$ cat config.mk
export PLATFORM = sky130hd
export DESIGN_NAME = adc_trigger_sequencer
export DESIGN_NICKNAME = d
export VERILOG_FILES = /design/src/verilog/adc_seq_pkg.sv /design/src/verilog/adc_trigger_sequencer.sv
export VERILOG_INCLUDE_DIRS = /design/src /design/src/verilog
export SDC_FILE = /design/constraint.sdc
export NUM_CORES = 1
export LEC_CHECK = 0
export ABC_AREA = 1
export CORE_AREA = 2 2 143 145
export DETAILED_ROUTE_END_ITERATION = 16
export DIE_AREA = 0 0 145 147
export DONT_BUFFER_PORTS = 1
export SYNTH_ARGS = -nofsm -noshare
export SYNTH_HDL_FRONTEND = slang
export SYNTH_SLANG_ARGS = --single-unit
export TNS_END_PERCENT = 30
$ cat constraint.sdc
create_clock -name hclk -period 2.6 [get_ports hclk]
set_input_delay 0.52 -clock hclk [delete_from_list [all_inputs] [get_ports hclk]]
set_output_delay 0.52 -clock hclk [all_outputs]
set_load 0.02 [all_outputs]
$ cat src/verilog/adc_seq_map.svh
// Register map, field positions and timing constants of the converter sequencer.
// Assumes a 32-bit AHB-Lite register bus with one register per aligned word.
`ifndef ADC_SEQ_MAP_SVH
`define ADC_SEQ_MAP_SVH
// ****************************************
// Register byte offsets
// ****************************************
`define OFS_MODE0     8'h00
`define OFS_MODE1     8'h04
`define OFS_INSEL     8'h08
`define OFS_TRGSEL    8'h0C
`define OFS_DMA       8'h10
`define OFS_RES_BASE  8'h20
// ****************************************
// Field positions
// ****************************************
`define M0_ENABLE     7
`define M0_ACTIVE     6
`define M0_BUF        5
`define M0_SCAN       4
`define M1_EDGE_HI    7
`define M1_EDGE_LO    6
`define M1_TRG_HI     5
`define M1_TRG_LO     4
`define RES_LSB       6
// ****************************************
// Counts and encodings
// ****************************************
`define CMP_STEPS     4'd10
`define LAST_CHAN     4'd9
`define GROUP_LAST    2'd3
`define PAIR_LAST     2'd1
`define PAIR_BASE     4'd8
`define TSEL_MAX      4'd8
`define ZERO_WORD     32'h0000_0000
`endif

$ cat src/verilog/adc_seq_pkg.sv
// Types shared by the converter sequencer.
// Assumes the map header supplies the register offsets, field positions and counts.
package adc_seq_pkg;
  typedef enum logic [1:0] {TRG_SELF, TRG_TIMER, TRG_EXT, TRG_BAD} trig_mode_t;
  typedef enum logic [1:0] {ST_OFF, ST_STANDBY, ST_CONVERT} seq_state_t;
endpackage

$ cat src/verilog/adc_trigger_sequencer.sv
// Trigger, sequencing and result storage of one 10-bit SAR converter.
// Assumes an AHB-Lite master, a comparator answering one bit per clock,
// and timer events that are one-cycle pulses on hclk.
`timescale 1ns/1ps
`include "adc_seq_map.svh"
module adc_trigger_sequencer #(
  parameter int NCH = 10
) (
  input  wire logic                    hclk,
  input  wire logic                    hresetn,
  input  wire logic                    hsel,
  input  wire logic [7:0]              haddr,
  input  wire logic [1:0]              htrans,
  input  wire logic                    hwrite,
  input  wire logic [2:0]              hsize,
  input  wire logic [31:0]             hwdata,
  input  wire logic                    hready,
  output logic [31:0]                  hrdata,
  output logic                         hreadyout,
  output logic                         hresp,
  input  wire logic [7:0]              timer_events,
  input  wire logic                    ext_trigger_pin,
  input  wire logic                    cmp_bit,
  output logic [3:0]                   analog_input,
  output logic                         sample_start,
  output logic                         conversion_end_irq,
  output adc_seq_pkg::trig_mode_t      trig_mode
);
  import adc_seq_pkg::*;

  // ****************************************
  // Bus slave
  // ****************************************
  // Register file and bus pipeline state
  logic       wr_pend_q;
  logic [7:0] wr_addr_q;
  logic [7:0] rd_addr_q;
  logic [7:0] mode0_q, mode1_q;
  logic [3:0] insel_q, trgsel_q;
  logic [9:0] dma_val_q;
  logic       ovr_q, dma_fresh_q;
  logic [9:0] res_q [NCH];
  logic       rd_pend_q;
  // Address phase taken only while the bus is ready; strobes act in the data phase
  wire        addr_ph = hsel & hready & htrans[1];
  wire        wr_mode0 = wr_pend_q & (wr_addr_q == `OFS_MODE0);
  wire        wr_mode1 = wr_pend_q & (wr_addr_q == `OFS_MODE1);
  wire        wr_insel = wr_pend_q & (wr_addr_q == `OFS_INSEL);
  wire        wr_trgsel = wr_pend_q & (wr_addr_q == `OFS_TRGSEL);
  wire        mode_wr = wr_mode0 | wr_mode1 | wr_insel;
  // Read side effects wait for the data phase, or the flag would clear before it is seen
  wire        rd_dma = rd_pend_q & (rd_addr_q == `OFS_DMA);
  wire [7:0]  res_off = rd_addr_q - `OFS_RES_BASE;
  wire [3:0]  res_idx = res_off[5:2];
  wire        res_hit = (rd_addr_q >= `OFS_RES_BASE) && (res_off[7:6] == 2'b00) &&
                        (res_idx <= `LAST_CHAN) && (res_off[1:0] == 2'b00);

  // Zero wait states; a write lands at the edge that ends its data phase
  always_ff @(posedge hclk or negedge hresetn) begin
    if (!hresetn) begin
      wr_pend_q <= 1'b0;
      rd_pend_q <= 1'b0;
      wr_addr_q <= 8'h00;
      rd_addr_q <= 8'h00;
    end else begin
      wr_pend_q <= addr_ph & hwrite;
      rd_pend_q <= addr_ph & ~hwrite;
      wr_addr_q <= haddr;
      rd_addr_q <= haddr;
    end
  end

  // Never stalls and never errors, so the master needs no retry path
  assign hreadyout = 1'b1;
  assign hresp = 1'b0;

  // ****************************************
  // Trigger decode and pin synchroniser
  // ****************************************
  // Two synchroniser flops plus one history flop for edge detection
  logic [2:0] pin_q;
  always_ff @(posedge hclk or negedge hresetn) begin
    if (!hresetn) pin_q <= 3'b000;
    else pin_q <= {pin_q[1:0], ext_trigger_pin};
  end
  // Edges use only settled flops; the first may still be metastable
  wire rise = pin_q[1] & ~pin_q[2];
  wire fall = ~pin_q[1] & pin_q[2];
  wire enable = mode0_q[`M0_ENABLE];
  wire edge_hit = (mode1_q[`M1_EDGE_HI] & rise) | (mode1_q[`M1_EDGE_LO] & fall);
  wire [1:0] trg_field = {mode1_q[`M1_TRG_HI], mode1_q[`M1_TRG_LO]};
  assign trig_mode = trig_mode_t'(trg_field);
  // Prohibited source codes select nothing rather than an arbitrary event
  wire tsel_ok = (trgsel_q != 4'd0) && (trgsel_q <= `TSEL_MAX);
  wire [2:0] tsel_idx = 3'(trgsel_q - 4'd1);
  wire timer_hit = tsel_ok & timer_events[tsel_idx];
  wire trig = (trig_mode == TRG_TIMER) ? timer_hit : (trig_mode == TRG_EXT) ? edge_hit : 1'b0;
  wire ext_restart = (trig_mode == TRG_EXT) & edge_hit;

  // ****************************************
  // Sequencer
  // ****************************************
  seq_state_t st_q;
  logic [3:0] step_q, chan_q;
  logic [1:0] grp_q;
  logic [9:0] sar_q;
  // Channel and buffer selection for the conversion in progress
  wire buf4 = mode0_q[`M0_BUF];
  wire scan = mode0_q[`M0_SCAN];
  wire [3:0] top = (insel_q > `LAST_CHAN) ? `LAST_CHAN : insel_q;
  wire [1:0] grp_last = (top >= `PAIR_BASE) ? `PAIR_LAST : `GROUP_LAST;
  wire [3:0] grp_base = (top >= `PAIR_BASE) ? `PAIR_BASE : {top[3:2], 2'b00};
  wire [3:0] conv_ch = scan ? chan_q : top;
  wire [3:0] store_ch = (buf4 & ~scan) ? 4'(grp_base + 4'(grp_q)) : conv_ch;
  // Last decision joins directly, so the result is whole at the final step
  wire [9:0] result = {sar_q[9:1], cmp_bit};
  wire done = (st_q == ST_CONVERT) & (step_q == `CMP_STEPS - 4'd1) & ~mode_wr & ~ext_restart;
  wire seq_end = scan ? (chan_q == top) : buf4 ? (grp_q == grp_last) : 1'b1;
  wire self_mode = (trig_mode == TRG_SELF);

  // Converter-side outputs follow the sequencer state directly
  assign analog_input = conv_ch;
  assign sample_start = (st_q == ST_CONVERT) & (step_q == 4'd0);

  // Abort on mode writes wins over completion, so a stale result is never stored
  always_ff @(posedge hclk or negedge hresetn) begin
    if (!hresetn) begin
      st_q <= ST_OFF;
      step_q <= 4'd0;
      chan_q <= 4'd0;
      grp_q <= 2'd0;
      sar_q <= 10'd0;
      conversion_end_irq <= 1'b0;
    end else begin
      conversion_end_irq <= done & seq_end;
      if (!enable) begin
        st_q <= ST_OFF;
        step_q <= 4'd0;
        chan_q <= 4'd0;
        grp_q <= 2'd0;
      end else if (mode_wr && st_q == ST_CONVERT) begin
        step_q <= 4'd0;
      end else begin
        case (st_q)
          ST_OFF: begin
            st_q <= self_mode ? ST_CONVERT : ST_STANDBY;
            step_q <= 4'd0;
          end
          ST_STANDBY: begin
            if (trig) begin
              st_q <= ST_CONVERT;
              step_q <= 4'd0;
            end
          end
          ST_CONVERT: begin
            if (ext_restart) step_q <= 4'd0;
            else if (done) begin
              step_q <= 4'd0;
              st_q <= self_mode ? ST_CONVERT : ST_STANDBY;
              chan_q <= (scan && !seq_end) ? 4'(chan_q + 4'd1) : 4'd0;
              grp_q <= (buf4 && !seq_end) ? 2'(grp_q + 2'd1) : 2'd0;
            end else begin
              step_q <= 4'(step_q + 4'd1);
              sar_q[4'd9 - step_q] <= cmp_bit;
            end
          end
          default: st_q <= ST_OFF;
        endcase
      end
    end
  end

  // ****************************************
  // Registers
  // ****************************************
  // Active bit is live status; writes to it are dropped
  wire [7:0] mode0_rd = {mode0_q[7], st_q == ST_CONVERT, mode0_q[5:0]};
  // Mode registers take the data-phase write data
  always_ff @(posedge hclk or negedge hresetn) begin
    if (!hresetn) begin
      mode0_q <= 8'h00;
      mode1_q <= 8'h00;
      insel_q <= 4'h0;
      trgsel_q <= 4'h0;
    end else begin
      if (wr_mode0) mode0_q <= {hwdata[7], 1'b0, hwdata[5:0]};
      if (wr_mode1) mode1_q <= hwdata[7:0];
      if (wr_insel) insel_q <= hwdata[3:0];
      if (wr_trgsel) trgsel_q <= hwdata[3:0];
    end
  end

  // Result store per channel
  genvar g;
  generate
    for (g = 0; g < NCH; g++) begin : g_res
      always_ff @(posedge hclk or negedge hresetn) begin
        if (!hresetn) res_q[g] <= 10'd0;
        else if (done && store_ch == 4'(g)) res_q[g] <= result;
      end
    end
  endgenerate

  // DMA word: new result beats the read clear of freshness
  always_ff @(posedge hclk or negedge hresetn) begin
    if (!hresetn) begin
      dma_val_q <= 10'd0;
      ovr_q <= 1'b0;
      dma_fresh_q <= 1'b0;
    end else if (!enable) begin
      ovr_q <= 1'b0;
      dma_fresh_q <= rd_dma ? 1'b0 : dma_fresh_q;
    end else if (done) begin
      dma_val_q <= result;
      dma_fresh_q <= 1'b1;
      if (dma_fresh_q && !rd_dma) ovr_q <= 1'b1;
      else if (rd_dma) ovr_q <= 1'b0;
    end else if (rd_dma) begin
      dma_fresh_q <= 1'b0;
      ovr_q <= 1'b0;
    end
  end

  // Read mux
  wire [31:0] rd_word =
      (rd_addr_q == `OFS_MODE0)  ? {24'h00_0000, mode0_rd} :
      (rd_addr_q == `OFS_MODE1)  ? {24'h00_0000, mode1_q} :
      (rd_addr_q == `OFS_INSEL)  ? {28'h000_0000, insel_q} :
      (rd_addr_q == `OFS_TRGSEL) ? {28'h000_0000, trgsel_q} :
      (rd_addr_q == `OFS_DMA)    ? {16'h0000, dma_val_q, 5'b00000, ovr_q} :
      res_hit                    ? {16'h0000, res_q[res_idx], 6'b000000} : `ZERO_WORD;
  assign hrdata = rd_pend_q ? rd_word : `ZERO_WORD;

  // ****************************************
  // Checks
  // ****************************************
  irq_pulse_a: assert property (@(posedge hclk) disable iff (!hresetn)
    conversion_end_irq |=> !conversion_end_irq)
    else $error("irq wider than one cycle");
  ovr_clear_a: assert property (@(posedge hclk) disable iff (!hresetn)
    !enable |=> !ovr_q)
    else $error("overrun kept while disabled");
  abort_a: assert property (@(posedge hclk) disable iff (!hresetn)
    (mode_wr && st_q == ST_CONVERT && enable) |=> step_q == 4'd0)
    else $error("no restart");
  self_start_a: assert property (@(posedge hclk) disable iff (!hresetn)
    (st_q == ST_OFF && enable && self_mode) |=> st_q == ST_CONVERT)
    else $error("no self start");
  standby_a: assert property (@(posedge hclk) disable iff (!hresetn)
    (done && !self_mode && enable) |=> st_q == ST_STANDBY)
    else $error("no standby");
  dma_copy_a: assert property (@(posedge hclk) disable iff (!hresetn)
    (done && enable) |=> dma_val_q == $past(result))
    else $error("dma not updated");
  ovr_set_a: assert property (@(posedge hclk) disable iff (!hresetn)
    (done && enable && dma_fresh_q && !rd_dma) |=> ovr_q)
    else $error("overrun missed");
  ten_steps_a: assert property (@(posedge hclk) disable iff (!hresetn)
    done |-> $past(sample_start, 9))
    else $error("conversion not ten steps long");
  ext_restart_a: assert property (@(posedge hclk) disable iff (!hresetn)
    (st_q == ST_CONVERT && enable && ext_restart && !mode_wr) |=> step_q == 4'd0)
    else $error("edge did not restart");
  self_repeat_a: assert property (@(posedge hclk) disable iff (!hresetn)
    (done && self_mode && enable) |=> (st_q == ST_CONVERT && step_q == 4'd0))
    else $error("self mode did not repeat");
  edge_start_a: assert property (@(posedge hclk) disable iff (!hresetn)
    (st_q == ST_STANDBY && enable && trig_mode == TRG_EXT && edge_hit) |=> st_q == ST_CONVERT)
    else $error("edge did not start");
  no_source_a: assert property (@(posedge hclk) disable iff (!hresetn)
    (st_q == ST_STANDBY && enable && trig_mode == TRG_TIMER && !tsel_ok) |=> st_q == ST_STANDBY)
    else $error("start without a source");
  group_irq_a: assert property (@(posedge hclk) disable iff (!hresetn)
    (done && buf4 && !scan && grp_q != grp_last) |=> !conversion_end_irq)
    else $error("irq before group end");
  scan_irq_a: assert property (@(posedge hclk) disable iff (!hresetn)
    (done && scan && chan_q != top) |=> !conversion_end_irq)
    else $error("irq before last input");
  dma_read_a: assert property (@(posedge hclk) disable iff (!hresetn)
    (rd_dma && !done && enable) |=> (!ovr_q && !dma_fresh_q))
    else $error("read did not clear flags");
endmodule

-- Word-level counts from Yosys, hierarchy flattened
Cells that the tools add are included.
- register bits: 171
- output and inout port bits: 42
- logic and storage cells: 195
- bits of input ports: 60
- bitwise gates (word level): 33
- $add $sub $neg: 7
- $lt $le $gt $ge: 9
- equal/unequal tests: 29
- reductions and logical operators: 34
- multiplexer cells: 56
- operators with widths (kind ; number):
    2-to-1 mux 16 bit ; 7
    2-to-1 mux 4 bit ; 15
    binary-select mux 10 bit (select 4 bit) ; 1
    2-to-1 mux 2 bit ; 13
    AND 1 bit ; 21
    2-to-1 mux 10 bit ; 2
    logical AND 1 bit ; 19
    == test 4 x 3 -> 1 bit (second input constant) ; 4
    == test 8 x 4 -> 1 bit (second input constant) ; 2
    2-to-1 mux 1 bit ; 13
    == test 4 bit (second input constant) ; 3
    case mux 4 bit (3 select lines) ; 1
    bitwise mux 10 bit ; 1
    inequality test 3 bit (second input constant) ; 3
    adder 4 x 1 -> 4 bit (second input constant) ; 2
    == test 4 x 2 -> 1 bit (second input constant) ; 2
    == test 8 x 3 -> 1 bit (second input constant) ; 1
    == test 8 x 5 -> 1 bit (second input constant) ; 1
    >= comparator 8 x 6 -> 1 bit (second input constant) ; 1
    <= comparator 4 bit (second input constant) ; 2
    logical NOT 2 bit ; 4
    logical NOT 4 bit ; 2
    logical NOT 8 bit ; 1
    NOT 1 bit ; 8
    other kinds (30) ; 39

-- Longest topological paths before layout
Gate-level depths: netlist (run 1).
- depth after elaboration: 15
- depth in mapped cells: 13
- gate-level depth less buffers: 12

-- Least setup slack after synthesis (run 1)
OpenSTA, ideal clock, no wires.
- path kind: flip-flop to output port
- from: register rd_addr_q[5]
- to: output hrdata[10]
- path buffers: 1
- arrival: 1.792 ns
- cell stages (with the launch flop): 9
- slack: 0.288 ns
- data required time: 2.080 ns
- cells stage by stage: dfrtp_1 inv_1 clkbuf_1 ha_1 xnor2_1 nand3_1 nor2_2 nand3_1 a21oi_1
- word-level cells in the longest chain between the ends: 12
- elaborated cells on any way between the ends: 23
- those cells by class: add/sub: 1; order compare: 2; eq/ne: 4; mux: 10; bitwise: 1; reduce/logical: 5
- ends and longest elaborated chain (what ; line ; text):
    start: declaration ; adc_trigger_sequencer.sv:37 ; logic [7:0] rd_addr_q;
    start signal: assignment ; adc_trigger_sequencer.sv:69 ; rd_addr_q <= haddr;
    subtractor 8 x 6 -> 8 bit (no source line) ; n/a ;
    NOT 4 -> 5 bit (implied by the code) / logical NOT 2 bit (equally long branches) ; adc_trigger_sequencer.sv:231, adc_trigger_sequencer.sv:55 ;
    binary-select mux 10 bit (select 4 bit) / logical AND 1 bit (equally long branches) ; adc_trigger_sequencer.sv:231, adc_trigger_sequencer.sv:55 ;
    2-to-1 mux 10 bit (implied by the code) / logical AND 1 bit (equally long branches) (2 in series) ; adc_trigger_sequencer.sv:231, adc_trigger_sequencer.sv:55 ;
    2-to-1 mux 16 bit (no source line) (5 in series) ; n/a ;
    2-to-1 mux 16 bit (no source line) * (2 in series) ; n/a ;
    end: declaration ; adc_trigger_sequencer.sv:18 ; output logic [31:0] hrdata,
Every way passes the cells marked *; elsewhere a longest branch is shown, timed or not. The select of a mux whose other input is x is not followed.

-- Worst setup path in the final report (run 1)
- from: register rd_addr_q[3]
- to: output hrdata[9]
Same word-level chain as after synthesis.

==> impl_metrics.yaml, run 1 <==
detailed_routing:
  dr_total_vias: 7516
  drtPass1Iterations: 5
  remaining_drc_errors: 0
  ant_nets: 0
  routed_wl_um: 24000
  wl_per_cell_um: 16.2
  drtIter0Drc: 500
  vias_per_cell: 5.09
global_routing:
  antenna_found_initial: 2
  grt_overflow_total: 0
  grt_max_degree: 171
  grt_pass1_vias: 7300
  grt_use_total: 0.232
  grt_pass1_wl_um: 38400
synth:
  yosys.cell_count.top_type: "nand2_1"
  synth_cell_types: 40
  syn_inst: 1155
  synth-edff-count: 0
  synth_top_area_cell: "dfrtp_1"
  netlist_top_cells_area: "dfrtp_1 (48%), nand2_1 (20%), o21ai_0 (4.7%)"
  yosys-top-cells-count: "nand2_1 (466), dfrtp_1 (170), inv_1 (105), o21ai_0 (83), nor2_1 (59)"
  synth_top_area_share: 0.484
  synth_area_um2: 8790
  async_flop_share: 1.00
  ys.flop_type: "dfrtp_1"
  synth_seq_cells: 170
  yosysWarnings: 0
  avgSynthCellArea_um2: 7.61
  seq_area_frac_synth: 0.484
clocking:
  clk_latency_ns: 0.44
  cts_buffers: 17
  root_buffer: "clkbuf_16"
  cts_max_path_buffers: 2
  h-tree-depth: 4
  clk_pin_slew_ns: 0.08
  cts.sinks: 170
  tritoncts: "done"
placed_design:
  place_area_um2: 9190
  numPortBuffers: 0
  gp_congestion: 0.841
  hpwlAfterDp_um: 15900
status:
  violations: "hold timing, setup timing"
  outcome: "finished with violations"
pwr:
  ir_drop_v: 0.000446
  p_leak_nw: 5.30
  powerDensity_nw_per_um2: 691
die:
  die_y_um: 147
  boundaryPins: 102
  row_count: 52
  die-area_um2: 21300
  coreArea_um2: 19800
  dieWidth_um: 145
  start_util: 0.443
critical_path:
  cpPeakStageDelay_ns: 0.43
  critPathBufInv: 4
  cp-start-kind: "flop"
  startpoint: "rd_addr_q[3]$_DFF_PN0_"
  cp_slowest_cell: "dfrtp_1"
  cp.required_ns: 2.08
  ff2ff_path_depth: 13
  worstPathMaxFanout: 8
  crit_chain: "buf_6, nand2_4, buf_12, buf_12, or2_2, nand4_1, nand3_2, nand3_2, a21oi_2, buf_4"
  rrSetupSlack_ns: 0.26
  path_delay_family: "simple AND/OR/NAND/NOR gates"
  endpoint_kind: "output pin"
  r2r-start: "rd_addr_q[5]$_DFF_PN0_"
  worst_ep_arrival_time_ns: 2.19
  critical_path_class: "reg -> out"
  r2r_end: "res_q[26]$_DFFE_PN0P_"
timing:
  relSlewSlack: 0.592
  finalHoldViolCount: 170
  finClkSkew_ns: 0.0104
  period_share: 1.04
  setup_violations: 13
  worstMarginPinSlew_ns: 0.612
  fin_ws_ns: -0.111
  slew_violations: 0
  min_period_ns: 2.71
  rsz0062_at_grt: "yes"
  hold_slack_ns: -0.233
  max_freq_ghz: 0.369
layout:
  postLayoutCoreUtil: 0.519
  layout.nets: 1261
  area_growth_pct: 17.3
  design_area_um2: 10300
  drive_gt1_frac: 0.170
hold_path:
  hold_class: "in -> async"
flow_run:
  max_cap_viol_count: 0
power breakdown:
group	internal (mW)	leakage [nW]	switching, mW	total (mW)
Combinational	0.384	2.86	0.733	1.12
Clock	1.38	0.292	1.22	2.60
Sequential	2.91	2.14	0.486	3.40
Total	4.67	5.30	2.44	7.12
cells in the final DEF (no fill, tap or decap), types with 9 or more instances in the layout:
cell,count
nand2_1,453
dfrtp_1,168
inv_1,96
o21ai_0,63
nor2_1,55
buf_4,41
o21ai_1,36
nand3_1,33
nand3_2,20
clkbuf_16,19
a21oi_1,18
conb_1,18
nand2_2,16
nand4_1,15
nor2_4,14
inv_2,13
a22oi_1,10
ha_1,10
o22ai_1,9
kinds of logic after synthesis:
family,after synthesis,synth area share
simple gates,638,0.312
buf+inv,172,0.0849
flops,170,0.484
compound gates,155,0.0954
fa+ha+maj,10,0.0142
xor+xnor,7,0.00698
other cells,2,0.000855
mux,1,0.00128
how the worst max path moves through the flow:
stage | to | slack (ns) | cells after the start
2_1_floorplan | hrdata[10] | 0.29 | 8
3_3_place_gp | hrdata[8] | 0.09 | 9
3_5_place_dp | hrdata[8] | 0.07 | 9
4_1_cts | hrdata[3] | -0.10 | 11
5_1_grt | hrdata[9] | -0.19 | 10
6_report | hrdata[9] | -0.11 | 10
stage by stage:
stage	std cells	total power, mW	TNS [ns]	hold slack, ns	setup slack [ns]
2_1_floorplan	1171	4.08	0	0.224	0.288
3_3_place_gp	1423	4.45	0	0.234	0.0945
3_5_place_dp	1423	4.47	0	0.235	0.0667
4_1_cts	1467	7.11	-1.12	-0.237	-0.103
5_1_grt	1475	7.48	-2.28	-0.250	-0.195
6_report	1476	7.12	-0.843	-0.233	-0.111
routing by layer:
layer / GRT usage / wire length (um) / vias up
li1: - / - / 3701
met4: 0.0752 / 671 / 0
met5: 0 / 0 / -
met1: 0.292 / 10500 / 3576
met3: 0.0630 / 1380 / 47
met2: 0.390 / 11400 / 192
state kept, by name, summed over array words and instances (netlist names):
name and flops:
mode1_q 8, sar_q 9, grp_q 2, chan_q 4
res_q 100, st_q 2, dma_fresh_q 1, trgsel_q 4
step_q 4, rd_addr_q 8, pin_q 3, mode0_q 7
insel_q 4, dma_val_q 10, rd_pend_q 1, conversion_end_irq 1
wr_pend_q 1, ovr_q 1
timing repair:
item | CTS | global route
gates cloned | 2 | 2
endpoints found under the setup margin | 16 | 16
endpoints found under the hold margin | 170 | 170
buffers inserted | 10 | 6
pin swaps | 16 | 22
gates resized for setup | 59 | 48
area by class of cell:
cell class                 instances  area (um^2)
antenna                            2         5.00
clock buffer                      17          425
clock inverter                    15          169
fill                            1906         9540
inverter                         116          462
multi-input combinational        830         4090
sequential                       170         4260
tap                              270          338
timing repair buffer              56          557
Power figures use the tool's default switching activity.
==> run 2, diff against run 1 <==
--- a/config.mk
+++ b/config.mk
@@ -12,4 +12,5 @@
 export DIE_AREA = 0 0 145 147
 export DONT_BUFFER_PORTS = 1
+export PLACE_DENSITY = 0.65
 export SYNTH_ARGS = -nofsm -noshare
 export SYNTH_HDL_FRONTEND = slang
==> constraint.sdc (replaced) <==
create_clock -name hclk -period 2.6 [get_ports hclk]
set_input_delay 0.26 -clock hclk [delete_from_list [all_inputs] [get_ports hclk]]
set_output_delay 0.26 -clock hclk [all_outputs]
set_load 0.02 [all_outputs]
==> run 2 against run 1 <==
Against the previous run: the run ends with hold timing left; die area unchanged; hold slack worse by 0.26 ns; worst setup slack improved by 0.17 ns; count of clock-buffer cells in the layout did not move; fmax increased by 6.6%; utilization is 1.2 points lower; sequential cell count unchanged; critical path type unchanged; largest power group unchanged; highest routed layer unchanged.
==> impl_metrics.yaml, run 2 (synthesis results as in run 1) <==
timing:
  hold_slack_ns: -0.492
  relSlewSlack: 0.597
  fin_ws_ns: 0.0558
  finalHoldViolCount: 170
  period_share: 0.979
  worstMarginPinSlew_ns: 0.604
  finClkSkew_ns: 0.0113
  slew_violations: 0
  max_freq_ghz: 0.393
  setup-tns-final_ns: 0
  setup_violations: 0
  min_period_ns: 2.54
die:
  boundaryPins: 102
  die-area_um2: 21300
  start_util: 0.443
  die_y_um: 147
  coreArea_um2: 19800
  dieWidth_um: 145
  row_count: 52
critical_path:
  path_delay_family: "buffers and inverters"
  crit_chain: "buf_4, inv_1, a31oi_2, nor2_4, nand3_1, nand3_1, nand2_1, inv_1"
  cp.required_ns: 2.34
  cpPeakStageDelay_ns: 0.43
  endpoint_kind: "output pin"
  worst_ep_arrival_time_ns: 2.28
  critPathBufInv: 3
  critical_path_class: "reg -> out"
  cp_slowest_cell: "dfrtp_1"
  cp-start-kind: "flop"
  worstPathMaxFanout: 19
clocking:
  clk_latency_ns: 0.44
  cts_buffers: 17
  tritoncts: "done"
  cts_max_path_buffers: 2
  clk_pin_slew_ns: 0.07
  root_buffer: "clkbuf_16"
  ctsHoldBuffers: 18
  h-tree-depth: 4
  cts.sinks: 170
global_routing:
  grt_use_total: 0.229
  grt_pass1_wl_um: 38400
  grt_overflow_total: 0
  grt_max_degree: 171
  grt_pass1_vias: 7153
  antenna_found_initial: 0
layout:
  largest_register_ffs: 100
  reg.largest.list: "res_q (100), dma_val_q (10), sar_q (9)"
  final_cell_mix: "nand2_1 (465), dfrtp_1 (167), inv_1 (102)"
  n_antenna_cell: 0
  design_area_um2: 10100
  final_cell_count_no_fill: 1476
  top_register: "res_q"
  layout.nets: 1263
  area_growth_pct: 14.5
  drive_gt1_frac: 0.119
  postLayoutCoreUtil: 0.507
  final_common_cell: "nand2_1"
placed_design:
  place_area_um2: 9180
  placedCellCount: 1423
  gp_congestion: 0.854
  place_ws_ns: 0.316
  hpwlAfterDp_um: 15500
  numPortBuffers: 0
detailed_routing:
  ant_nets: 0
  wl_per_cell_um: 16.0
  drtPass1Iterations: 7
  remaining_drc_errors: 0
  drtIter0Drc: 592
  vias_per_cell: 5.11
  dr_total_vias: 7549
  routed_wl_um: 23600
flow_run:
  max_cap_viol_count: 0
pwr:
  power.total_mw: 7.09
  p_leak_nw: 5.20
  powerDensity_nw_per_um2: 704
  ir_drop_v: 0.000456
status:
  outcome: "finished with violations"
  violations: "hold timing"
hold_path:
  hold_class: "in -> async"
## run 2: cell types whose count changed in the layout (fill, tap and decap cells not counted), moves of 11 or more
cell,before,now
nand3_1,33,51
o21ai_0,63,82
o21ai_1,36,20
nand2_2,16,5
nand3_2,20,4
dlygate4sd3_1,0,18
nand2_1,453,465
## run 2: what timing repair did
item	in CTS	in global routing
pin swaps	1	3
resized for setup	5	18
endpoints found under the hold margin	196	170
setup buffers	0	2
setup endpoints to repair	10	15
cloned	1	0
## run 2: layout make-up
cell class,count,area (um^2)
multi-input cells,830,3910
inverters,116,453
repair buffers,58,497
clock buffers,17,425
clock inverters,15,178
flip-flops and latches,170,4260
well taps,270,338
fillers,1906,9780
## run 2: worst paths after layout
path,startpoint,end,slack [ns],cells past startpoint
worst max-delay path,rd_addr_q[4]$_DFF_PN0_,hrdata[6],0.06,8
worst min-delay path,hresetn,res_q[59]$_DFFE_PN0P_,-0.49,0
worst max register to register,mode0_q[4]$_DFFE_PN0P_,res_q[35]$_DFFE_PN0P_,0.35,9
worst min register to register,pin_q[0]$_DFF_PN0_,pin_q[1]$_DFF_PN0_,0.35,0
max in group asynchronous,hresetn,res_q[68]$_DFFE_PN0P_,2.74,0
min in group hclk,hwdata[1],trgsel_q[1]$_DFFE_PN0P_,0.04,2
## run 2: worst reg2reg max path: stages (launching register included)
cell and delay [ns]:
dfrtp_1 0.57, inv_2 0.15, o21ai_2 0.35, nand2_2 0.11
nand2_4 0.14, inv_4 0.07, nor2_1 0.14, nand3_1 0.37
nand2_1 0.17, nand2_1 0.07
## run 2: where the power goes
| part | switching (mW) | internal [mW] |
|---|---|---|
| Combinational | 0.715 | 0.361 |
| Clock | 1.23 | 1.38 |
| Sequential | 0.493 | 2.91 |
## run 2: routing by layer
| layer | part of all wire | GRT usage |
|---|---|---|
| met5 | 0 | 0 |
| met4 | 0.018 | 0.0639 |
| met3 | 0.056 | 0.0453 |
| met2 | 0.47 | 0.369 |
| met1 | 0.45 | 0.318 |
==> run 3, diff against run 2 <==
CELL_PAD_IN_SITES_DETAIL_PLACEMENT = 0   (was default)
CELL_PAD_IN_SITES_GLOBAL_PLACEMENT = 1   (was default)
PLACE_DENSITY = 0.82   (was 0.65)
==> run 3 against run 2 <==
Against the previous run: the run still ends with hold timing left; critical path type unchanged; routed wire length increased by 0.16%; die area unchanged; count of clock-buffer cells in the layout unchanged; global-route usage increased by 0.086 points; worst setup slack got worse by 0.017 ns; clock skew increased by 0.0046 ns; largest power group unchanged; clock power about the same; register-to-register slack got worse by 0.08 ns; power decreased by 0.15%; highest routed layer unchanged; hold slack improved by 0.0093 ns.
==> impl_metrics.yaml, run 3 (synthesis results as in run 1) <==
pwr:
  p_comb_frac: 0.154
  internal_power_mw: 4.66
  swShare: 0.341
  ir_drop_v: 0.000407
  p_switching_mw: 2.41
  p_clk_frac: 0.366
  p_seq_frac: 0.480
  p_leak_nw: 5.20
  powerDensity_nw_per_um2: 707
detailed_routing:
  routed_wl_um: 23600
  wl_met3_um: 1040
  drtPass1Iterations: 5
  wl_per_cell_um: 16.0
  top_layer_used: "met4"
  met2_length_um: 11300
  remaining_drc_errors: 0
  drtIter0Drc: 588
  wirelength_met1_um: 10900
  ant_nets: 0
  dr_total_vias: 7349
  vias_per_cell: 4.99
clocking:
  ctsHoldBuffers: 18
  clk_pin_slew_ns: 0.07
  tritoncts: "done"
  cts.sinks: 170
  cts_max_path_buffers: 2
  root_buffer: "clkbuf_16"
  h-tree-depth: 4
  clk_latency_ns: 0.44
  cts_buffers: 17
global_routing:
  grt_overflow_total: 0
  grt_pass1_wl_um: 38300
  antenna_found_initial: 0
  grt_pass1_vias: 7195
  grt_use_total: 0.230
  grt_max_degree: 171
timing:
  slew_violations: 0
  min_period_ns: 2.56
  max_freq_ghz: 0.390
  rsz0062_at_grt: "yes"
  period_share: 0.985
  finClkSkew_ns: 0.0159
  relSlewSlack: 0.601
  setup_violations: 0
  finalHoldViolCount: 170
  worstMarginPinSlew_ns: 0.599
  hold_slack_ns: -0.483
critical_path:
  critPathBufInv: 3
  cp_slowest_cell: "dfrtp_1"
  critical_path_class: "reg -> out"
  cpMostUsedCell: "inv_1"
  cp-start-kind: "flop"
  crit_chain: "inv_1, ha_1, inv_1, nor2_1, nand3_4, nor2_4, nand3_1, a21oi_1, buf_4"
  worstPathMaxFanout: 5
  cpPeakStageDelay_ns: 0.43
  cp.required_ns: 2.34
  path_delay_family: "simple AND/OR/NAND/NOR gates"
  worst_ep_arrival_time_ns: 2.30
  endpoint_kind: "output pin"
layout:
  drive_gt1_frac: 0.113
  n_antenna_cell: 0
  area_growth_pct: 13.9
  final_cell_mix: "nand2_1 (463), dfrtp_1 (169), inv_1 (103)"
  postLayoutCoreUtil: 0.504
  final_common_cell: "nand2_1"
  reg.largest.list: "res_q (100), dma_val_q (10), sar_q (9)"
  largest_register_ffs: 100
  design_area_um2: 10000
  layout.nets: 1260
  top_register: "res_q"
status:
  outcome: "finished with violations"
  violations: "hold timing"
die:
  die_y_um: 147
  row_count: 52
  start_util: 0.443
  dieWidth_um: 145
  boundaryPins: 102
  die-area_um2: 21300
  coreArea_um2: 19800
placed_design:
  hpwlAfterDp_um: 15800
  numPortBuffers: 0
  gp_congestion: 0.862
  place_area_um2: 9140
hold_path:
  hold_class: "in -> async"
flow_run:
  max_cap_viol_count: 0
==> run 3: through the flow <==
step | TNS, ns | power [mW] | std cells | setup WS, ns
3_5_place_dp | 0 | 4.49 | 1418 | 0.275
3_3_place_gp | 0 | 4.47 | 1418 | 0.285
6_report | 0 | 7.08 | 1473 | 0.0384
2_1_floorplan | 0 | 4.08 | 1171 | 0.548
4_1_cts | 0 | 7.10 | 1468 | 0.00198
5_1_grt | -0.299 | 7.44 | 1473 | -0.0456
==> run 3: area by class of cell <==
type / instances / area, um^2
repair buffers: 55 / 470
multi-input cells: 830 / 3900
fillers: 1945 / 9830
well taps: 270 / 338
inverters: 116 / 447
clock inverters: 15 / 170
flip-flops and latches: 170 / 4260
clock buffers: 17 / 425
==> run 3: metal layers <==
metal / up-vias / global-route usage
li1: 3693 / -
met3: 24 / 0.0463
met4: 0 / 0.0574
met5: - / 0
met1: 3466 / 0.310
met2: 166 / 0.384
==> run 3: repair_timing <==
| item | in CTS | in global routing |
|---|---|---|
| endpoints found under the setup margin | 13 | 16 |
| endpoints found under the hold margin | 196 | 170 |
| pin swaps | 0 | 2 |
| cloned | 0 | 1 |
| setup buffers | 0 | 4 |
| gates resized for setup | 4 | 10 |
==> run 3: worst paths after layout <==
kind | cells past startpoint | startpoint | endpoint | slack, ns
min in group hclk | 2 | hwdata[1] | trgsel_q[1]$_DFFE_PN0P_ | 0.05
worst min-delay path | 0 | hresetn | res_q[24]$_DFFE_PN0P_ | -0.48
worst max-delay path | 9 | rd_addr_q[5]$_DFF_PN0_ | hrdata[8] | 0.04
max in group asynchronous | 0 | hresetn | res_q[0]$_DFFE_PN0P_ | 2.84
worst max register to register | 9 | step_q[1]$_DFFE_PN0P_ | res_q[79]$_DFFE_PN0P_ | 0.27
worst min register to register | 0 | pin_q[0]$_DFF_PN0_ | pin_q[1]$_DFF_PN0_ | 0.35
==> run 3: power by group through the flow <==
stage | clock network [mW] | logic (mW) | registers [mW]
3_3_place_gp | 0 | 1.03 | 3.44
4_1_cts | 2.63 | 1.08 | 3.40
6_report | 2.59 | 1.09 | 3.40
3_5_place_dp | 0 | 1.05 | 3.44
2_1_floorplan | 0 | 0.991 | 3.09
5_1_grt | 2.75 | 1.26 | 3.43
==> run 3: worst reg2reg max path: stages (launching register included) <==
cell	delay, ns
dfrtp_1	0.43
inv_1	0.13
ha_1	0.19
nand2_2	0.08
nor3_4	0.27
nand3_4	0.22
inv_6	0.18
nand3_1	0.45
nand2_1	0.20
nand2_1	0.06
